$ cat src/lcpt_map.svh
// register offsets, field positions, reset values and fixed counts of the
// clock tree, modulator and panel timing block.
// assumes: included by bare name from design and bench files.
`ifndef LCPT_MAP_SVH
`define LCPT_MAP_SVH

// ----------------------------------------------------------------------------
// register byte offsets (one aligned 32-bit word each)
// ----------------------------------------------------------------------------
`define LCPT_OFS_CLK_SEL    6'h00
`define LCPT_OFS_CLK_DIV    6'h04
`define LCPT_OFS_PWM_CTRL   6'h08
`define LCPT_OFS_PANEL_CFG  6'h0C
`define LCPT_OFS_HTOTAL     6'h10
`define LCPT_OFS_VTOTAL     6'h14
`define LCPT_OFS_HSYNC      6'h18
`define LCPT_OFS_VSYNC      6'h1C
`define LCPT_OFS_STATUS     6'h20

// ----------------------------------------------------------------------------
// field positions
// ----------------------------------------------------------------------------
`define LCPT_F_PIX_SRC      1:0
`define LCPT_F_MOD_SRC      5:4
`define LCPT_F_BUS_DIV      7:0
`define LCPT_F_MEM_DIV      15:8
`define LCPT_F_PIX_DIV      23:16
`define LCPT_F_MOD_DIV      31:24
`define LCPT_F_MOD_EN       0
`define LCPT_F_MOD_FORCE    1
`define LCPT_F_MOD_DUTY     15:8
`define LCPT_F_PANEL_TYPE   1:0
`define LCPT_F_PANEL_COLOR  2
`define LCPT_F_ALT_FMT      3
`define LCPT_F_WIDTH_SEL    5:4
`define LCPT_F_LINE_POL     6
`define LCPT_F_FRAME_POL    7
`define LCPT_F_TOTAL        10:0
`define LCPT_F_DISPLAY      26:16
`define LCPT_F_START        10:0
`define LCPT_F_WIDTH        26:16

// ----------------------------------------------------------------------------
// writable masks and reset values
// ----------------------------------------------------------------------------
`define LCPT_MASK_CLK_SEL   32'h0000_0033
`define LCPT_MASK_CLK_DIV   32'hFFFF_FFFF
`define LCPT_MASK_PWM_CTRL  32'h0000_FF03
`define LCPT_MASK_PANEL     32'h0000_00FF
`define LCPT_MASK_TIMING    32'h07FF_07FF
`define LCPT_RST_CLK_SEL    32'h0000_0000
`define LCPT_RST_CLK_DIV    32'h0000_0000
`define LCPT_RST_PWM_CTRL   32'h0000_0000
`define LCPT_RST_PANEL      32'h0000_0000
`define LCPT_RST_HTOTAL     32'h00A0_00C0
`define LCPT_RST_VTOTAL     32'h00A0_00B0
`define LCPT_RST_HSYNC      32'h0008_0008
`define LCPT_RST_VSYNC      32'h0001_0001

// ----------------------------------------------------------------------------
// fixed counts and panel data widths
// ----------------------------------------------------------------------------
`define LCPT_MOD_PRESCALE_LAST 8'hFF
`define LCPT_DW_4           5'h04
`define LCPT_DW_8           5'h08
`define LCPT_DW_16          5'h10
`define LCPT_DW_9           5'h09
`define LCPT_DW_12          5'h0C
`define LCPT_DW_18          5'h12

`endif

$ cat src/lcpt_pkg.sv
// types shared by the clock, modulator and panel timing block.
// assumes: nothing beyond the constants header.
package lcpt_pkg;

  typedef enum logic [1:0] {
    LCPT_PIX_SRC_A   = 2'b00,
    LCPT_PIX_SRC_B   = 2'b01,
    LCPT_PIX_SRC_BUS = 2'b10,
    LCPT_PIX_SRC_MEM = 2'b11
  } lcpt_pix_src_type;

  typedef enum logic [1:0] {
    LCPT_MOD_SRC_A   = 2'b00,
    LCPT_MOD_SRC_B   = 2'b01,
    LCPT_MOD_SRC_MEM = 2'b10,
    LCPT_MOD_SRC_PIX = 2'b11
  } lcpt_mod_src_type;

  typedef enum logic [1:0] {
    LCPT_PANEL_PASSIVE = 2'b00,
    LCPT_PANEL_ACTIVE  = 2'b01,
    LCPT_PANEL_REFLECT = 2'b10
  } lcpt_panel_type;

  typedef enum logic {
    LCPT_BUS_WAIT = 1'b0,
    LCPT_BUS_ACK  = 1'b1
  } lcpt_bus_type;

  typedef struct packed {
    logic [2:0] a_sync;
    logic [2:0] b_sync;
    logic [7:0] bus_cnt;
    logic [7:0] mem_cnt;
    logic [7:0] pix_cnt;
    logic [7:0] mod_cnt;
    logic [7:0] pre_cnt;
    logic [7:0] frame_cnt;
    logic bus_tick;
    logic mem_tick;
    logic pix_tick;
    logic mod_tick;
    logic fin_tick;
    logic [10:0] hcnt;
    logic [10:0] vcnt;
    logic line_act;
    logic frame_act;
    logic disp_en;
    logic mod_out;
    logic [4:0] dwidth;
    logic alt_fmt;
    logic [31:0] r_clk_sel;
    logic [31:0] r_clk_div;
    logic [31:0] r_pwm;
    logic [31:0] r_panel;
    logic [31:0] r_htot;
    logic [31:0] r_vtot;
    logic [31:0] r_hsync;
    logic [31:0] r_vsync;
    lcpt_bus_type bus;
    logic [31:0] rdata;
  } lcpt_state_type;

endpackage

$ cat src/lcpt_clock_pwm_timing.sv
// clock tree, backlight modulator and panel sync timing of an lcd controller.
// assumes: one 50 MHz clock, avalon-mm master with waitrequest, input clocks
// from pins that run well below a quarter of ref_clk_i.
//
// The address map and the Avalon-MM register port were decided locally.
`include "lcpt_map.svh"
`timescale 1ns/1ps
`default_nettype none

module lcpt_clock_pwm_timing (
  input wire logic ref_clk_i,               // system clock, 50 MHz
  input wire logic rst_i,                   // synchronous reset, active high
  input wire logic ce_i,                    // clock enable, freezes all state
  input wire logic [5:0] avs_address_i,     // byte address
  input wire logic avs_read_i,              // read request
  input wire logic avs_write_i,             // write request
  input wire logic [3:0] avs_byteenable_i,  // write byte lanes
  input wire logic [31:0] avs_writedata_i,  // write data
  output logic [31:0] avs_readdata_o,       // read data
  output logic avs_waitrequest_o,           // slave not ready
  input wire logic input_clock_a_i,         // first input clock pin
  input wire logic input_clock_b_i,         // second input clock pin
  output logic bus_tick_o,                  // bus clock tick
  output logic mem_tick_o,                  // memory clock tick
  output logic pixel_tick_o,                // pixel clock tick
  output logic modulator_clk_o,             // final modulator clock tick
  output logic modulator_out_o,             // backlight modulator pin
  output logic line_sync_o,                 // line sync pin
  output logic frame_sync_o,                // frame sync pin
  output logic display_en_o,                // inside display period
  output logic [4:0] panel_data_width_o,    // bits per panel clock
  output logic alt_format_o                 // alternate passive format active
);

  lcpt_pkg::lcpt_state_type s_q;
  lcpt_pkg::lcpt_state_type s_d;

  // ---------------------------------------------------------------------------
  // helpers
  // ---------------------------------------------------------------------------
  // derived clocks are one-cycle ticks on ref_clk_i, not real clocks, so the
  // whole tree stays in one domain at the cost of no 50% duty
  function automatic logic [8:0] div_step(input logic [7:0] cnt,
                                          input logic [7:0] ratio_m1,
                                          input logic src);
    logic [8:0] r;
    r = {1'b0, cnt};
    if (src) begin
      if (cnt >= ratio_m1) begin
        r = {1'b1, 8'h00};
      end else begin
        r = {1'b0, 8'(cnt + 8'h01)};
      end
    end
    return r;
  endfunction

  function automatic logic [31:0] merge(input logic [31:0] old,
                                        input logic [31:0] wd,
                                        input logic [3:0] be,
                                        input logic [31:0] mask);
    logic [31:0] n;
    n = old;
    for (int i = 0; i < 4; i++) begin
      if (be[i]) begin
        n[8*i +: 8] = wd[8*i +: 8];
      end
    end
    return n & mask;
  endfunction

  // ---------------------------------------------------------------------------
  // combinational next state
  // ---------------------------------------------------------------------------
  logic a_tick;
  logic b_tick;
  logic pix_src_tick;
  logic mod_src_tick;
  logic [8:0] step;
  logic [11:0] h_nd;
  logic [11:0] v_nd;
  logic line_end;
  logic mod_level;
  logic [4:0] dw;

  always_comb begin
    s_d = s_q;
    pix_src_tick = 1'b0;
    mod_src_tick = 1'b0;
    dw = `LCPT_DW_4;

    // edge taken from second and third flops, first flop feeds nothing else
    s_d.a_sync = {s_q.a_sync[1:0], input_clock_a_i};
    s_d.b_sync = {s_q.b_sync[1:0], input_clock_b_i};
    a_tick = s_q.a_sync[1] & ~s_q.a_sync[2];
    b_tick = s_q.b_sync[1] & ~s_q.b_sync[2];

    step = div_step(s_q.bus_cnt, s_q.r_clk_div[`LCPT_F_BUS_DIV], a_tick);
    s_d.bus_cnt = step[7:0];
    s_d.bus_tick = step[8];
    step = div_step(s_q.mem_cnt, s_q.r_clk_div[`LCPT_F_MEM_DIV], s_q.bus_tick);
    s_d.mem_cnt = step[7:0];
    s_d.mem_tick = step[8];

    case (lcpt_pkg::lcpt_pix_src_type'(s_q.r_clk_sel[`LCPT_F_PIX_SRC]))
      lcpt_pkg::LCPT_PIX_SRC_A: pix_src_tick = a_tick;
      lcpt_pkg::LCPT_PIX_SRC_B: pix_src_tick = b_tick;
      lcpt_pkg::LCPT_PIX_SRC_BUS: pix_src_tick = s_q.bus_tick;
      lcpt_pkg::LCPT_PIX_SRC_MEM: pix_src_tick = s_q.mem_tick;
      default: pix_src_tick = 1'b0;
    endcase
    step = div_step(s_q.pix_cnt, s_q.r_clk_div[`LCPT_F_PIX_DIV], pix_src_tick);
    s_d.pix_cnt = step[7:0];
    s_d.pix_tick = step[8];

    // ---- modulator ----
    case (lcpt_pkg::lcpt_mod_src_type'(s_q.r_clk_sel[`LCPT_F_MOD_SRC]))
      lcpt_pkg::LCPT_MOD_SRC_A: mod_src_tick = a_tick;
      lcpt_pkg::LCPT_MOD_SRC_B: mod_src_tick = b_tick;
      lcpt_pkg::LCPT_MOD_SRC_MEM: mod_src_tick = s_q.mem_tick;
      lcpt_pkg::LCPT_MOD_SRC_PIX: mod_src_tick = s_q.pix_tick;
      default: mod_src_tick = 1'b0;
    endcase
    if (s_q.r_pwm[`LCPT_F_MOD_EN]) begin
      step = div_step(s_q.mod_cnt, s_q.r_clk_div[`LCPT_F_MOD_DIV], mod_src_tick);
      s_d.mod_cnt = step[7:0];
      s_d.mod_tick = step[8];
      s_d.fin_tick = 1'b0;
      if (s_q.mod_tick) begin
        s_d.pre_cnt = 8'(s_q.pre_cnt + 8'h01);
        s_d.fin_tick = (s_q.pre_cnt == `LCPT_MOD_PRESCALE_LAST);
      end
      if (s_q.fin_tick) begin
        s_d.frame_cnt = 8'(s_q.frame_cnt + 8'h01); // wraps every 256 periods
      end
    end else begin
      // disabled modulator clears its whole chain to zero
      s_d.mod_cnt = 8'h00;
      s_d.pre_cnt = 8'h00;
      s_d.frame_cnt = 8'h00;
      s_d.mod_tick = 1'b0;
      s_d.fin_tick = 1'b0;
    end
    mod_level = s_q.r_pwm[`LCPT_F_MOD_EN] &
                (s_q.frame_cnt < s_q.r_pwm[`LCPT_F_MOD_DUTY]);
    s_d.mod_out = s_q.r_pwm[`LCPT_F_MOD_FORCE] | mod_level;

    // ---- panel data width and format ----
    if (lcpt_pkg::lcpt_panel_type'(s_q.r_panel[`LCPT_F_PANEL_TYPE]) ==
        lcpt_pkg::LCPT_PANEL_PASSIVE) begin
      case (s_q.r_panel[`LCPT_F_WIDTH_SEL])
        2'b00: dw = `LCPT_DW_4;
        2'b01: dw = `LCPT_DW_8;
        default: dw = `LCPT_DW_16;
      endcase
    end else begin
      case (s_q.r_panel[`LCPT_F_WIDTH_SEL])
        2'b00: dw = `LCPT_DW_9;
        2'b01: dw = `LCPT_DW_12;
        default: dw = `LCPT_DW_18;
      endcase
    end
    s_d.dwidth = dw;
    s_d.alt_fmt = s_q.r_panel[`LCPT_F_ALT_FMT] & s_q.r_panel[`LCPT_F_PANEL_COLOR] &
                  (s_q.r_panel[`LCPT_F_PANEL_TYPE] == 2'b00) &
                  (dw == `LCPT_DW_8);

    // ---- sync timing, one step per pixel tick ----
    h_nd = {1'b0, s_q.hcnt} - {1'b0, s_q.r_htot[`LCPT_F_DISPLAY]};
    v_nd = {1'b0, s_q.vcnt} - {1'b0, s_q.r_vtot[`LCPT_F_DISPLAY]};
    line_end = ({1'b0, s_q.hcnt} + 12'h001) >= {1'b0, s_q.r_htot[`LCPT_F_TOTAL]};
    if (s_q.pix_tick) begin
      // line is display then blanking, total is their sum
      s_d.hcnt = line_end ? 11'h000 : 11'(s_q.hcnt + 11'h001);
      if (line_end) begin
        if (({1'b0, s_q.vcnt} + 12'h001) >= {1'b0, s_q.r_vtot[`LCPT_F_TOTAL]}) begin
          s_d.vcnt = 11'h000;
        end else begin
          s_d.vcnt = 11'(s_q.vcnt + 11'h001);
        end
      end
      s_d.disp_en = (s_q.hcnt < s_q.r_htot[`LCPT_F_DISPLAY]) &&
                    (s_q.vcnt < s_q.r_vtot[`LCPT_F_DISPLAY]);
      s_d.line_act = (s_q.hcnt >= s_q.r_htot[`LCPT_F_DISPLAY]) &&
                     (h_nd >= {1'b0, s_q.r_hsync[`LCPT_F_START]}) &&
                     (h_nd < ({1'b0, s_q.r_hsync[`LCPT_F_START]} +
                              {1'b0, s_q.r_hsync[`LCPT_F_WIDTH]}));
      s_d.frame_act = (s_q.vcnt >= s_q.r_vtot[`LCPT_F_DISPLAY]) &&
                      (v_nd >= {1'b0, s_q.r_vsync[`LCPT_F_START]}) &&
                      (v_nd < ({1'b0, s_q.r_vsync[`LCPT_F_START]} +
                               {1'b0, s_q.r_vsync[`LCPT_F_WIDTH]}));
    end

    // ---- avalon slave: one wait cycle, then a single ack cycle ----
    s_d.bus = lcpt_pkg::LCPT_BUS_WAIT;
    if ((avs_read_i | avs_write_i) && s_q.bus == lcpt_pkg::LCPT_BUS_WAIT) begin
      s_d.bus = lcpt_pkg::LCPT_BUS_ACK;
      case (avs_address_i)
        `LCPT_OFS_CLK_SEL: s_d.rdata = s_q.r_clk_sel;
        `LCPT_OFS_CLK_DIV: s_d.rdata = s_q.r_clk_div;
        `LCPT_OFS_PWM_CTRL: s_d.rdata = s_q.r_pwm;
        `LCPT_OFS_PANEL_CFG: s_d.rdata = s_q.r_panel;
        `LCPT_OFS_HTOTAL: s_d.rdata = s_q.r_htot;
        `LCPT_OFS_VTOTAL: s_d.rdata = s_q.r_vtot;
        `LCPT_OFS_HSYNC: s_d.rdata = s_q.r_hsync;
        `LCPT_OFS_VSYNC: s_d.rdata = s_q.r_vsync;
        `LCPT_OFS_STATUS: s_d.rdata = {5'h00, s_q.vcnt, 3'h0, s_q.dwidth, 3'h0,
                                       s_q.alt_fmt, s_q.disp_en, s_q.frame_act,
                                       s_q.line_act, s_q.mod_out};
        default: s_d.rdata = 32'h0000_0000;
      endcase
    end
    if (avs_write_i && s_q.bus == lcpt_pkg::LCPT_BUS_ACK) begin
      case (avs_address_i)
        `LCPT_OFS_CLK_SEL: s_d.r_clk_sel = merge(s_q.r_clk_sel, avs_writedata_i,
                                                 avs_byteenable_i, `LCPT_MASK_CLK_SEL);
        `LCPT_OFS_CLK_DIV: s_d.r_clk_div = merge(s_q.r_clk_div, avs_writedata_i,
                                                 avs_byteenable_i, `LCPT_MASK_CLK_DIV);
        `LCPT_OFS_PWM_CTRL: s_d.r_pwm = merge(s_q.r_pwm, avs_writedata_i,
                                              avs_byteenable_i, `LCPT_MASK_PWM_CTRL);
        `LCPT_OFS_PANEL_CFG: s_d.r_panel = merge(s_q.r_panel, avs_writedata_i,
                                                 avs_byteenable_i, `LCPT_MASK_PANEL);
        `LCPT_OFS_HTOTAL: s_d.r_htot = merge(s_q.r_htot, avs_writedata_i,
                                             avs_byteenable_i, `LCPT_MASK_TIMING);
        `LCPT_OFS_VTOTAL: s_d.r_vtot = merge(s_q.r_vtot, avs_writedata_i,
                                             avs_byteenable_i, `LCPT_MASK_TIMING);
        `LCPT_OFS_HSYNC: s_d.r_hsync = merge(s_q.r_hsync, avs_writedata_i,
                                             avs_byteenable_i, `LCPT_MASK_TIMING);
        `LCPT_OFS_VSYNC: s_d.r_vsync = merge(s_q.r_vsync, avs_writedata_i,
                                             avs_byteenable_i, `LCPT_MASK_TIMING);
        default: s_d.r_clk_sel = s_q.r_clk_sel;
      endcase
    end
  end

  // ---------------------------------------------------------------------------
  // state register
  // ---------------------------------------------------------------------------
  always_ff @(posedge ref_clk_i) begin
    if (rst_i) begin
      s_q <= '0;
      s_q.bus <= lcpt_pkg::LCPT_BUS_WAIT;
      s_q.dwidth <= `LCPT_DW_4;
      s_q.r_clk_sel <= `LCPT_RST_CLK_SEL;
      s_q.r_clk_div <= `LCPT_RST_CLK_DIV;
      s_q.r_pwm <= `LCPT_RST_PWM_CTRL;
      s_q.r_panel <= `LCPT_RST_PANEL;
      s_q.r_htot <= `LCPT_RST_HTOTAL;
      s_q.r_vtot <= `LCPT_RST_VTOTAL;
      s_q.r_hsync <= `LCPT_RST_HSYNC;
      s_q.r_vsync <= `LCPT_RST_VSYNC;
    end else if (ce_i) begin
      s_q <= s_d;
    end
  end

  assign avs_readdata_o = s_q.rdata;
  assign avs_waitrequest_o = (s_q.bus == lcpt_pkg::LCPT_BUS_WAIT);
  assign bus_tick_o = s_q.bus_tick;
  assign mem_tick_o = s_q.mem_tick;
  assign pixel_tick_o = s_q.pix_tick;
  assign modulator_clk_o = s_q.fin_tick;
  assign modulator_out_o = s_q.mod_out;
  // polarity applied to a flop output only, so no glitch reaches the pin
  assign line_sync_o = s_q.line_act ^ ~s_q.r_panel[`LCPT_F_LINE_POL];
  assign frame_sync_o = s_q.frame_act ^ ~s_q.r_panel[`LCPT_F_FRAME_POL];
  assign display_en_o = s_q.disp_en;
  assign panel_data_width_o = s_q.dwidth;
  assign alt_format_o = s_q.alt_fmt;

  // ---------------------------------------------------------------------------
  // assertions
  // ---------------------------------------------------------------------------
  a_force_high: assert property (@(posedge ref_clk_i) disable iff (rst_i)
    (ce_i && s_q.r_pwm[`LCPT_F_MOD_FORCE]) |=> modulator_out_o)
    else $error("force-high did not drive modulator high");

  a_disabled_low: assert property (@(posedge ref_clk_i) disable iff (rst_i)
    (ce_i && !s_q.r_pwm[`LCPT_F_MOD_FORCE] && !s_q.r_pwm[`LCPT_F_MOD_EN])
      |=> !modulator_out_o)
    else $error("disabled modulator output not low");

  a_mod_chain_idle: assert property (@(posedge ref_clk_i) disable iff (rst_i)
    (ce_i && !s_q.r_pwm[`LCPT_F_MOD_EN]) |=>
      (s_q.pre_cnt == 8'h00 && !s_q.mod_tick && !modulator_clk_o))
    else $error("modulator clock ran while disabled");

  a_prescale_wrap: assert property (@(posedge ref_clk_i) disable iff (rst_i)
    (ce_i && s_q.r_pwm[`LCPT_F_MOD_EN] && s_q.mod_tick && s_q.pre_cnt == 8'hFF)
      |=> modulator_clk_o)
    else $error("final modulator tick missing after 256 ticks");

  a_duty_level: assert property (@(posedge ref_clk_i) disable iff (rst_i)
    (ce_i && s_q.r_pwm[`LCPT_F_MOD_EN] && !s_q.r_pwm[`LCPT_F_MOD_FORCE]) |=>
      (modulator_out_o == ($past(s_q.frame_cnt) < $past(s_q.r_pwm[`LCPT_F_MOD_DUTY]))))
    else $error("modulator level does not match duty");

  a_bus_divide: assert property (@(posedge ref_clk_i) disable iff (rst_i)
    (ce_i && s_q.a_sync[1] && !s_q.a_sync[2] &&
     s_q.bus_cnt >= s_q.r_clk_div[`LCPT_F_BUS_DIV]) |=> bus_tick_o)
    else $error("bus clock tick missing at divide count");

  a_mem_source: assert property (@(posedge ref_clk_i) disable iff (rst_i)
    (ce_i && !s_q.bus_tick) |=> !mem_tick_o)
    else $error("memory tick without bus tick");

  a_alt_format: assert property (@(posedge ref_clk_i) disable iff (rst_i)
    alt_format_o |-> (panel_data_width_o == `LCPT_DW_8))
    else $error("alternate format outside 8-bit passive");

  a_width_set: assert property (@(posedge ref_clk_i) disable iff (rst_i)
    (ce_i && s_q.r_panel[`LCPT_F_PANEL_TYPE] == 2'b00) |=>
      (panel_data_width_o inside {`LCPT_DW_4, `LCPT_DW_8, `LCPT_DW_16}))
    else $error("passive data width out of set");

  a_line_lead: assert property (@(posedge ref_clk_i) disable iff (rst_i)
    (ce_i && s_q.pix_tick && s_q.hcnt >= s_q.r_htot[`LCPT_F_DISPLAY] &&
     h_nd == {1'b0, s_q.r_hsync[`LCPT_F_START]} && s_q.r_hsync[`LCPT_F_WIDTH] != 11'h000)
      |=> s_q.line_act)
    else $error("line sync did not start at programmed pixel");

endmodule

`default_nettype wire

$ cat config.mk
export PLATFORM = sky130hd
export DESIGN_NAME = lcpt_clock_pwm_timing
export DESIGN_NICKNAME = d
export VERILOG_FILES = /design/src/lcpt_pkg.sv /design/src/lcpt_clock_pwm_timing.sv
export VERILOG_INCLUDE_DIRS = /design/src /design/src/src
export SDC_FILE = /design/constraint.sdc
export NUM_CORES = 1
export LEC_CHECK = 0
export BUFFER_PORTS_ARGS = -buffer_cell sky130_fd_sc_hd__clkbuf_2
export CORE_MARGIN = 1
export CORE_UTILIZATION = 50
export CTS_CLUSTER_DIAMETER = 40
export CTS_CLUSTER_SIZE = 24
export DETAILED_ROUTE_END_ITERATION = 8
export HOLD_SLACK_MARGIN = 0.02
export PLACE_DENSITY = 0.68
export SLEW_MARGIN = 20
export SYNTH_ARGS = -nofsm -noshare
export SYNTH_HDL_FRONTEND = slang
export SYNTH_SLANG_ARGS = --single-unit
$ cat constraint.sdc
create_clock -name ref_clk_i -period 3.9 [get_ports ref_clk_i]
set_input_delay 0.195 -clock ref_clk_i [delete_from_list [all_inputs] [get_ports ref_clk_i]]
set_output_delay 0.195 -clock ref_clk_i [all_outputs]
set_load 0.05 [all_outputs]
==> flow_summary_export.csv, run 1 <==
group,metric,value,unit
timing,rsz0062_at_grt,"no",
synthesis,avgSynthCellArea,8.07,µm²
timing,skew,0.0109,ns
timing,period_needed,3.50,ns
timing,slew_headroom,37.6,%
setup_path,r2r-start,"s_q[301]",
power,p_seq_share,40.0,%
synthesis,netlist-cell-type-count,74,
power,ir_worst_vdd,0.363,mV
route,vias,14800,
timing,tightest_slew,0.932,ns
placement,dp_hpwl,35600,µm
synthesis,synth_flop_cell,"dfxtp_1",
floorplan,die_area,32600,µm²
setup_path,path_max_fanout,8,
synthesis,syn-cell-area,16000,µm²
timing,timing.fmax,285,MHz
timing,period_share,89.8,%
clocking,cts.sinks,266,
timing,finalMaxSlewViolations,0,
timing,hold_violations,0,
grt,grt_pass1_vias,14100,
route,firstDrtPassIters,7,
flow_run,drv_cap,0,
route,drtAntennaViolNets,0,
grt,grt_pass1_wl,75700,µm
route,wl_met2,21300,µm
power,p_comb_share,3.5,%
final_layout,drive_gt1_share,10.4,%
final_layout,n_antenna_cell,0,
setup_path,arrival,3.99,ns
floorplan,core.rowCount,65,
floorplan,core_area,31500,µm²
setup_path,r2r_end,"s_q[297]",
final_layout,fillers,2863,
synthesis,synth_top_cell_area_share,33.4,%
power,power.internal,5.18,mW
setup_path,startpoint,"s_q[301]",
clocking,path_clk_slew,0.05,ns
status,outcome,"complete, no violations",
route,drc,0,
final_layout,syn2layout_area_growth,14.3,%
route,drtIter0Drc,1369,
grt,grt_max_degree,78,
grt,grt_usage,29.3,%
synthesis,synth_seq_area_share,33.4,%
synthesis,syn-num-nets,2188,
clocking,cts.path.max_buffers,3,
floorplan,io_pins,96,
setup_path,critical_path_buf_inv_count,0,
power,clkPwrFrac,56.6,%
synthesis,synth_top_area_cell,"dfxtp_1",
synthesis,synth.area.top_cells,"dfxtp_1, ha_1, a21oi_1",
hold_path,min_path_type,"input port to register",
route,routedWlPerCell,19.4,µm
setup_path,start_kind,"register",
route,wl_met3,3570,µm
setup_path,ff2ff_setup_slack,0.40,ns
clocking,clk_latency,0.55,ns
floorplan,start_util,50.7,%
power,power_density,375,nW/µm²
setup_path,crit_type,"register to register",
setup_path,cp_top_family,"compound AO/OA/AOI/OAI gates",
timing,fin_hold_ws,0.0492,ns
route,highest_layer,"met4",
setup_path,worstSetupEndpoint,"s_q[297]",
synthesis,synth-edff-count,0,
final_layout,final_util,58.0,%
grt,antenna_found_initial,0,
placement,gp_congestion,0.952,
synthesis,synthCells,1978,
clocking,cts_tree,"done",
setup_path,crit_chain,"ha_1 > nor2b_1 > o31a_1 > o31a_1 > o21ai_0 > nand2b_1 > or3_1 > nand4_1 > ha_1 > a21o_1 > a211oi_1 > o21ai_0 > o21ai_0 > o311a_1",
route,routed_wl,48100,µm
clocking,cts_root_buffer,"clkbuf_16",
setup_path,ff2ff_path_depth,14,
clocking,cts_inserted_buffers,43,
power,power_switching,1.65,mW
power,power_leakage,6.94,nW
setup_path,cp_num_cells,14,
route,met1Wirelength,20500,µm
setup_path,cp_data_required_time,4.39,ns
synthesis,synth-async-reset-ratio,0,%
synthesis,ys_seq_elements,266,
placement,portBuffers,95,
final_layout,nets,2257,
setup_path,slowest_delay,0.49,ns
timing,setup-violations-final,0,
setup_path,critPathCaptureType,"register",
route,viasPerCell,5.95,
power,switching_share,24.2,%
timing,fin_tns_setup,0,ns
floorplan,fp.dieH,181,µm
clocking,cts.htree.levels,2,
synthesis,yosysWarnings,0,
grt,grt_overflow_total,0,
setup_path,crit_slowest_cell,"dfxtp_1",
floorplan,die_w,181,µm
setup_path,path_common_cell,"o21ai_0",
==> cells by family (layout without fill, tap and decap cells) <==
family,Yosys count,in the layout,synth area share (%)
xor gates and xnor gates,75,75,4.11
and+or+nand+nor,657,657,18.5
AOI/OAI and AO/OA,501,501,19.6
muxes,74,74,4.89
adders and majority gates,161,161,12.8
buffers and inverters,244,347,6.69
DFF,266,266,33.4
==> Yosys cell counts, types with 5 or more instances <==
cell and number:
a211oi_1 11, a21boi_0 5, a21o_1 18, a21oi_1 187, a222oi_1 7, a22o_1 5, a22oi_1 69, a31o_2 5
a31oi_1 26, and2_1 9, and3_1 8, buf_2 11, buf_4 37, clkbuf_1 63, dfxtp_1 266, ha_1 157
inv_1 130, mux2i_1 69, nand2_1 233, nand2b_1 23, nand3_1 46, nand4_1 25, nor2_1 226, nor2b_1 16
nor3_1 21, nor4_1 6, o211ai_1 15, o21a_1 17, o21ai_0 93, or3_1 12, xnor2_1 37, xor2_1 38
==> state kept, by name, indices dropped and copies added, names as in the netlist <==
name / count
s_d: 4
avs_readdata_o: 32
mem_tick_o: 1
pixel_tick_o: 1
panel_data_width_o: 5
alt_format_o: 1
display_en_o: 1
s_q: 218
modulator_out_o: 1
bus_tick_o: 1
modulator_clk_o: 1
==> final cells by class <==
cell class | count | area [µm²] | area share, %
Multi-Input combinational cell | 1468 | 9580 | 52.5
Sequential cell | 266 | 5330 | 29.2
Clock buffer | 48 | 1120 | 6.16
Timing Repair Buffer | 138 | 870 | 4.77
Tap cell | 402 | 503 | 2.76
Inverter | 130 | 488 | 2.67
Clock inverter | 31 | 354 | 1.94
==> metal layers <==
layer / track usage (%) / vias up
met3: 6.03 / 164
met2: 46.7 / 594
met4: 16.3 / 0
met5: 0 / -
li1: - / 7075
met1: 36.8 / 6933
==> power groups by stage <==
stage	combinational (mW)	clock (mW)	sequential, mW
floorplan	0.107	0	2.79
detailed placement	0.211	0	2.79
CTS	0.231	3.92	2.73
global placement	0.210	0	2.79
global route	0.248	4.04	2.73
finish	0.236	3.87	2.73
==> through the flow <==
stage | cells | cell area (µm²) | setup WS, ns | power, mW
after detailed placement | 2378 | 16500 | 0.476 | 3.00
final | 2483 | 18200 | 0.397 | 6.83
after global placement | 2378 | 16500 | 0.553 | 3.00
after floorplan | 1978 | 16000 | 0.787 | 2.90
after CTS | 2483 | 18200 | 0.440 | 6.88
after global routing | 2483 | 18200 | 0.118 | 7.02
==> cell usage in the layout (no fill, tap or decap), drive strengths merged, types with 14 or more instances in the layout <==
| master | count |
|---|---|
| nand3 | 46 |
| clkbuf | 142 |
| a22oi | 69 |
| nand2b | 23 |
| a21oi | 187 |
| mux2i | 69 |
| clkinv | 14 |
| buf | 18 |
| nor2 | 230 |
| dlygate4sd3 | 26 |
| o211ai | 15 |
| nand4 | 25 |
| a21o | 18 |
| a31oi | 27 |
| nor3 | 24 |
| dfxtp | 266 |
| o21a | 17 |
| nor2b | 16 |
| inv | 137 |
| o21ai | 96 |
| xnor2 | 37 |
| nand2 | 234 |
| xor2 | 38 |
| ha | 157 |
==> worst min-delay path: stages <==
cell      delay (ns)
clkbuf_2        0.16
nand2_1         0.12
a21oi_1         0.06
==> how the worst min path moves through the flow <==
stage                   startpoint        to  cells after the start
2_1_floorplan  avs_writedata_i[16]   s_q[49]                      2
3_3_place_gp   avs_writedata_i[30]  s_q[255]                      3
3_5_place_dp   avs_writedata_i[30]  s_q[255]                      3
4_1_cts         avs_writedata_i[5]   s_q[38]                      3
5_1_grt         avs_writedata_i[7]  s_q[232]                      3
6_report                      ce_i  s_q[379]                      3
==> what timing repair did <==
item	CTS	global route
setup buffers	0	0
resized for setup	0	0
hold buffers	26	0
hold endpoints to repair	73	0
No activity file was read; power rests on OpenSTA's default activity.
==> inputs of run 2 (changes only) <==
--- a/config.mk
+++ b/config.mk
@@ -7,13 +7,15 @@
 export NUM_CORES = 1
 export LEC_CHECK = 0
 export BUFFER_PORTS_ARGS = -buffer_cell sky130_fd_sc_hd__clkbuf_2
+export CELL_PAD_IN_SITES_DETAIL_PLACEMENT = 0
+export CELL_PAD_IN_SITES_GLOBAL_PLACEMENT = 1
 export CORE_MARGIN = 1
-export CORE_UTILIZATION = 50
+export CORE_UTILIZATION = 47
 export CTS_CLUSTER_DIAMETER = 40
 export CTS_CLUSTER_SIZE = 24
 export DETAILED_ROUTE_END_ITERATION = 8
 export HOLD_SLACK_MARGIN = 0.02
-export PLACE_DENSITY = 0.68
+export PLACE_DENSITY_LB_ADDON = 0.1
 export SLEW_MARGIN = 20
 export SYNTH_ARGS = -nofsm -noshare
 export SYNTH_HDL_FRONTEND = slang
==> constraint.sdc (replaced) <==
create_clock -name ref_clk_i -period 3.9 [get_ports ref_clk_i]
set_input_delay 0.195 -clock ref_clk_i [delete_from_list [all_inputs] [get_ports ref_clk_i]]
set_output_delay 0.195 -clock ref_clk_i [all_outputs]
set_load 0.01 [all_outputs]
==> run 2 against run 1 <==
  * Register-to-register slack worse by 0.02 ns
  * Maximum frequency is 0.57% lower
  * First-iteration DRC count is 28% lower
  * Clock skew is 0.019 ns higher
  * Largest power group unchanged
  * Worst setup slack worse by 0.020 ns
  * Highest routed layer unchanged
  * Critical path type unchanged
  * Cell count is 2.8% higher
  * Combinational power is 2% higher
  * Core utilization is 2.3 points lower
  * Critical path depth is 2 lower
  * Sequential share of layout area is 0.59 points lower
  * Via count is 2.0% lower
==> flow_summary_export.csv, run 2 (same netlist as run 1, synthesis figures left out) <==
group,metric,value,unit
route,firstDrtPassIters,7,
clocking,ctsResizeCount,0,
grt,grt_pass1_wl,78900,µm
final_layout,seq_area,5330,µm²
timing,hold_violations,0,
final_layout,multi_input_area,9590,µm²
setup_path,path_max_fanout,10,
clocking,cts_root_buffer,"clkbuf_16",
final_layout,nets,2274,
clocking,path_clk_slew,0.06,ns
flow_run,drv_cap,0,
power,power_leakage,7.09,nW
power,clkPwrFrac,59.4,%
clocking,clk_latency,0.60,ns
route,vias,14500,
power,p_seq_share,37.3,%
floorplan,start_util,47.7,%
final_layout,largest_reg_flops,218,
grt,grt_usage,29.0,%
placement,placed_area,16600,µm²
clocking,cts_inserted_buffers,49,
clocking,cts.sinks,266,
power,ir_worst_vdd,0.318,mV
clocking,cts.path.max_buffers,3,
route,routedWlPerCell,19.9,µm
power,power_switching,1.82,mW
timing,finalMaxSlewViolations,0,
final_layout,layout_commonest_cell,"dfxtp_1",
route,viasPerCell,5.67,
power,p_comb_share,3.3,%
timing,skew,0.0301,ns
clocking,cts.htree.levels,2,
grt,grt_overflow_total,0,
timing,setup-violations-final,0,
hold_path,min_path_type,"input port to register",
timing,timing.fmax,284,MHz
final_layout,mostFrequentLayoutCells,"dfxtp_1, nand2_1, nor2_1",
timing,tightest_slew,0.922,ns
timing,rsz0062_at_grt,"no",
placement,dp_hpwl,37900,µm
grt,antenna_found_initial,0,
route,drc,0,
setup_path,arrival,4.03,ns
floorplan,core.rowCount,67,
grt,grt_max_degree,81,
setup_path,crit_type,"register to register",
placement,gp_congestion,0.907,
clocking,cts_setup_buffers,0,
floorplan,die_area,34700,µm²
final_layout,syn2layout_area_growth,16.6,%
clocking,ctsHoldBuffers,34,
route,drtIter0Drc,983,
setup_path,critPathCaptureType,"register",
floorplan,io_pins,96,
status,outcome,"complete, no violations",
power,power,7.32,mW
floorplan,core_area,33400,µm²
clocking,cts_tree,"done",
final_layout,instances_no_fill,2553,
power,power_density,393,nW/µm²
floorplan,fp.dieH,186,µm
timing,fin_tns_setup,0,ns
final_layout,fillers,3164,
timing,period_needed,3.52,ns
setup_path,start_kind,"register",
power,power.internal,5.50,mW
timing,period_share,90.3,%
final_layout,largest-register,"s_q",
grt,grt_pass1_vias,13900,
final_layout,design_area,18600,µm²
power,switching_share,24.8,%
placement,portBuffers,95,
floorplan,die_w,186,µm
route,drtAntennaViolNets,0,
setup_path,cp_data_required_time,4.40,ns
timing,slew_headroom,38.5,%
final_layout,drive_gt1_share,11.1,%
route,routed_wl,50800,µm
placement,placedCellCount,2427,
-- run 2: cell count changes in the layout (fill, tap and decap cells not counted), moves of 3 or more --
cell | before | now
buf_4 | 17 | 20
clkbuf_16 | 43 | 49
dlygate4sd3_1 | 26 | 34
inv_6 | 6 | 9
-- run 2: layout make-up --
| type | count | area share, % |
|---|---|---|
| Clock inverter | 36 | 2.14 |
| Sequential cell | 266 | 28.6 |
| Timing Repair Buffer | 149 | 5.22 |
| Inverter | 130 | 2.62 |
| Clock buffer | 55 | 6.92 |
| Antenna cell | 1 | 0.0134 |
| Tap cell | 448 | 3.01 |
| Multi-Input combinational cell | 1468 | 51.5 |
-- run 2: final timing paths --
path	from	endpoint	slack (ns)	cells after the start
worst max-delay path	s_q[300]	s_q[305]	0.38	12
worst min-delay path	avs_writedata_i[0]	s_q[225]	0.07	3
worst max register to register	s_q[300]	s_q[305]	0.38	12
worst min register to register	avs_readdata_o[13]	avs_readdata_o[13]	0.46	2
-- run 2: power groups by stage --
stage	Clock, mW	Sequential, mW	Combinational [mW]
3_3_place_gp	0	2.79	0.210
6_report	4.35	2.73	0.241
5_1_grt	4.55	2.73	0.253
3_5_place_dp	0	2.79	0.211
4_1_cts	4.43	2.73	0.239
2_1_floorplan	0	2.79	0.103
-- run 2: per-layer routing --
metal	GRT usage [%]	vias to the layer above	routed length, µm
met5	0	-	0
met2	47.2	415	23300
met3	5.27	102	2910
met1	36.9	6817	22400
li1	-	7135	-
met4	14.4	0	2190
-- run 2: critical path: stages, from the launching register on --
cell     delay, ns
dfxtp_1       0.47
ha_1          0.28
nand3_1       0.19
nor2_1        0.24
and3_1        0.26
xor2_1        0.20
ha_1          0.26
o21a_1        0.18
o21ai_0       0.20
o21a_1        0.42
nand2_2       0.17
or4_1         0.43
a21oi_1       0.16
-- run 2: per-stage QoR --
step	utilization, %	hold slack, ns	setup WS (ns)
5_1_grt	55.7	0.0628	0.0874
4_1_cts	55.7	0.0259	0.401
3_5_place_dp	49.6	0.437	0.436
3_3_place_gp	49.6	0.428	0.498
2_1_floorplan	-	0.323	0.787
6_report	55.7	0.0728	0.377
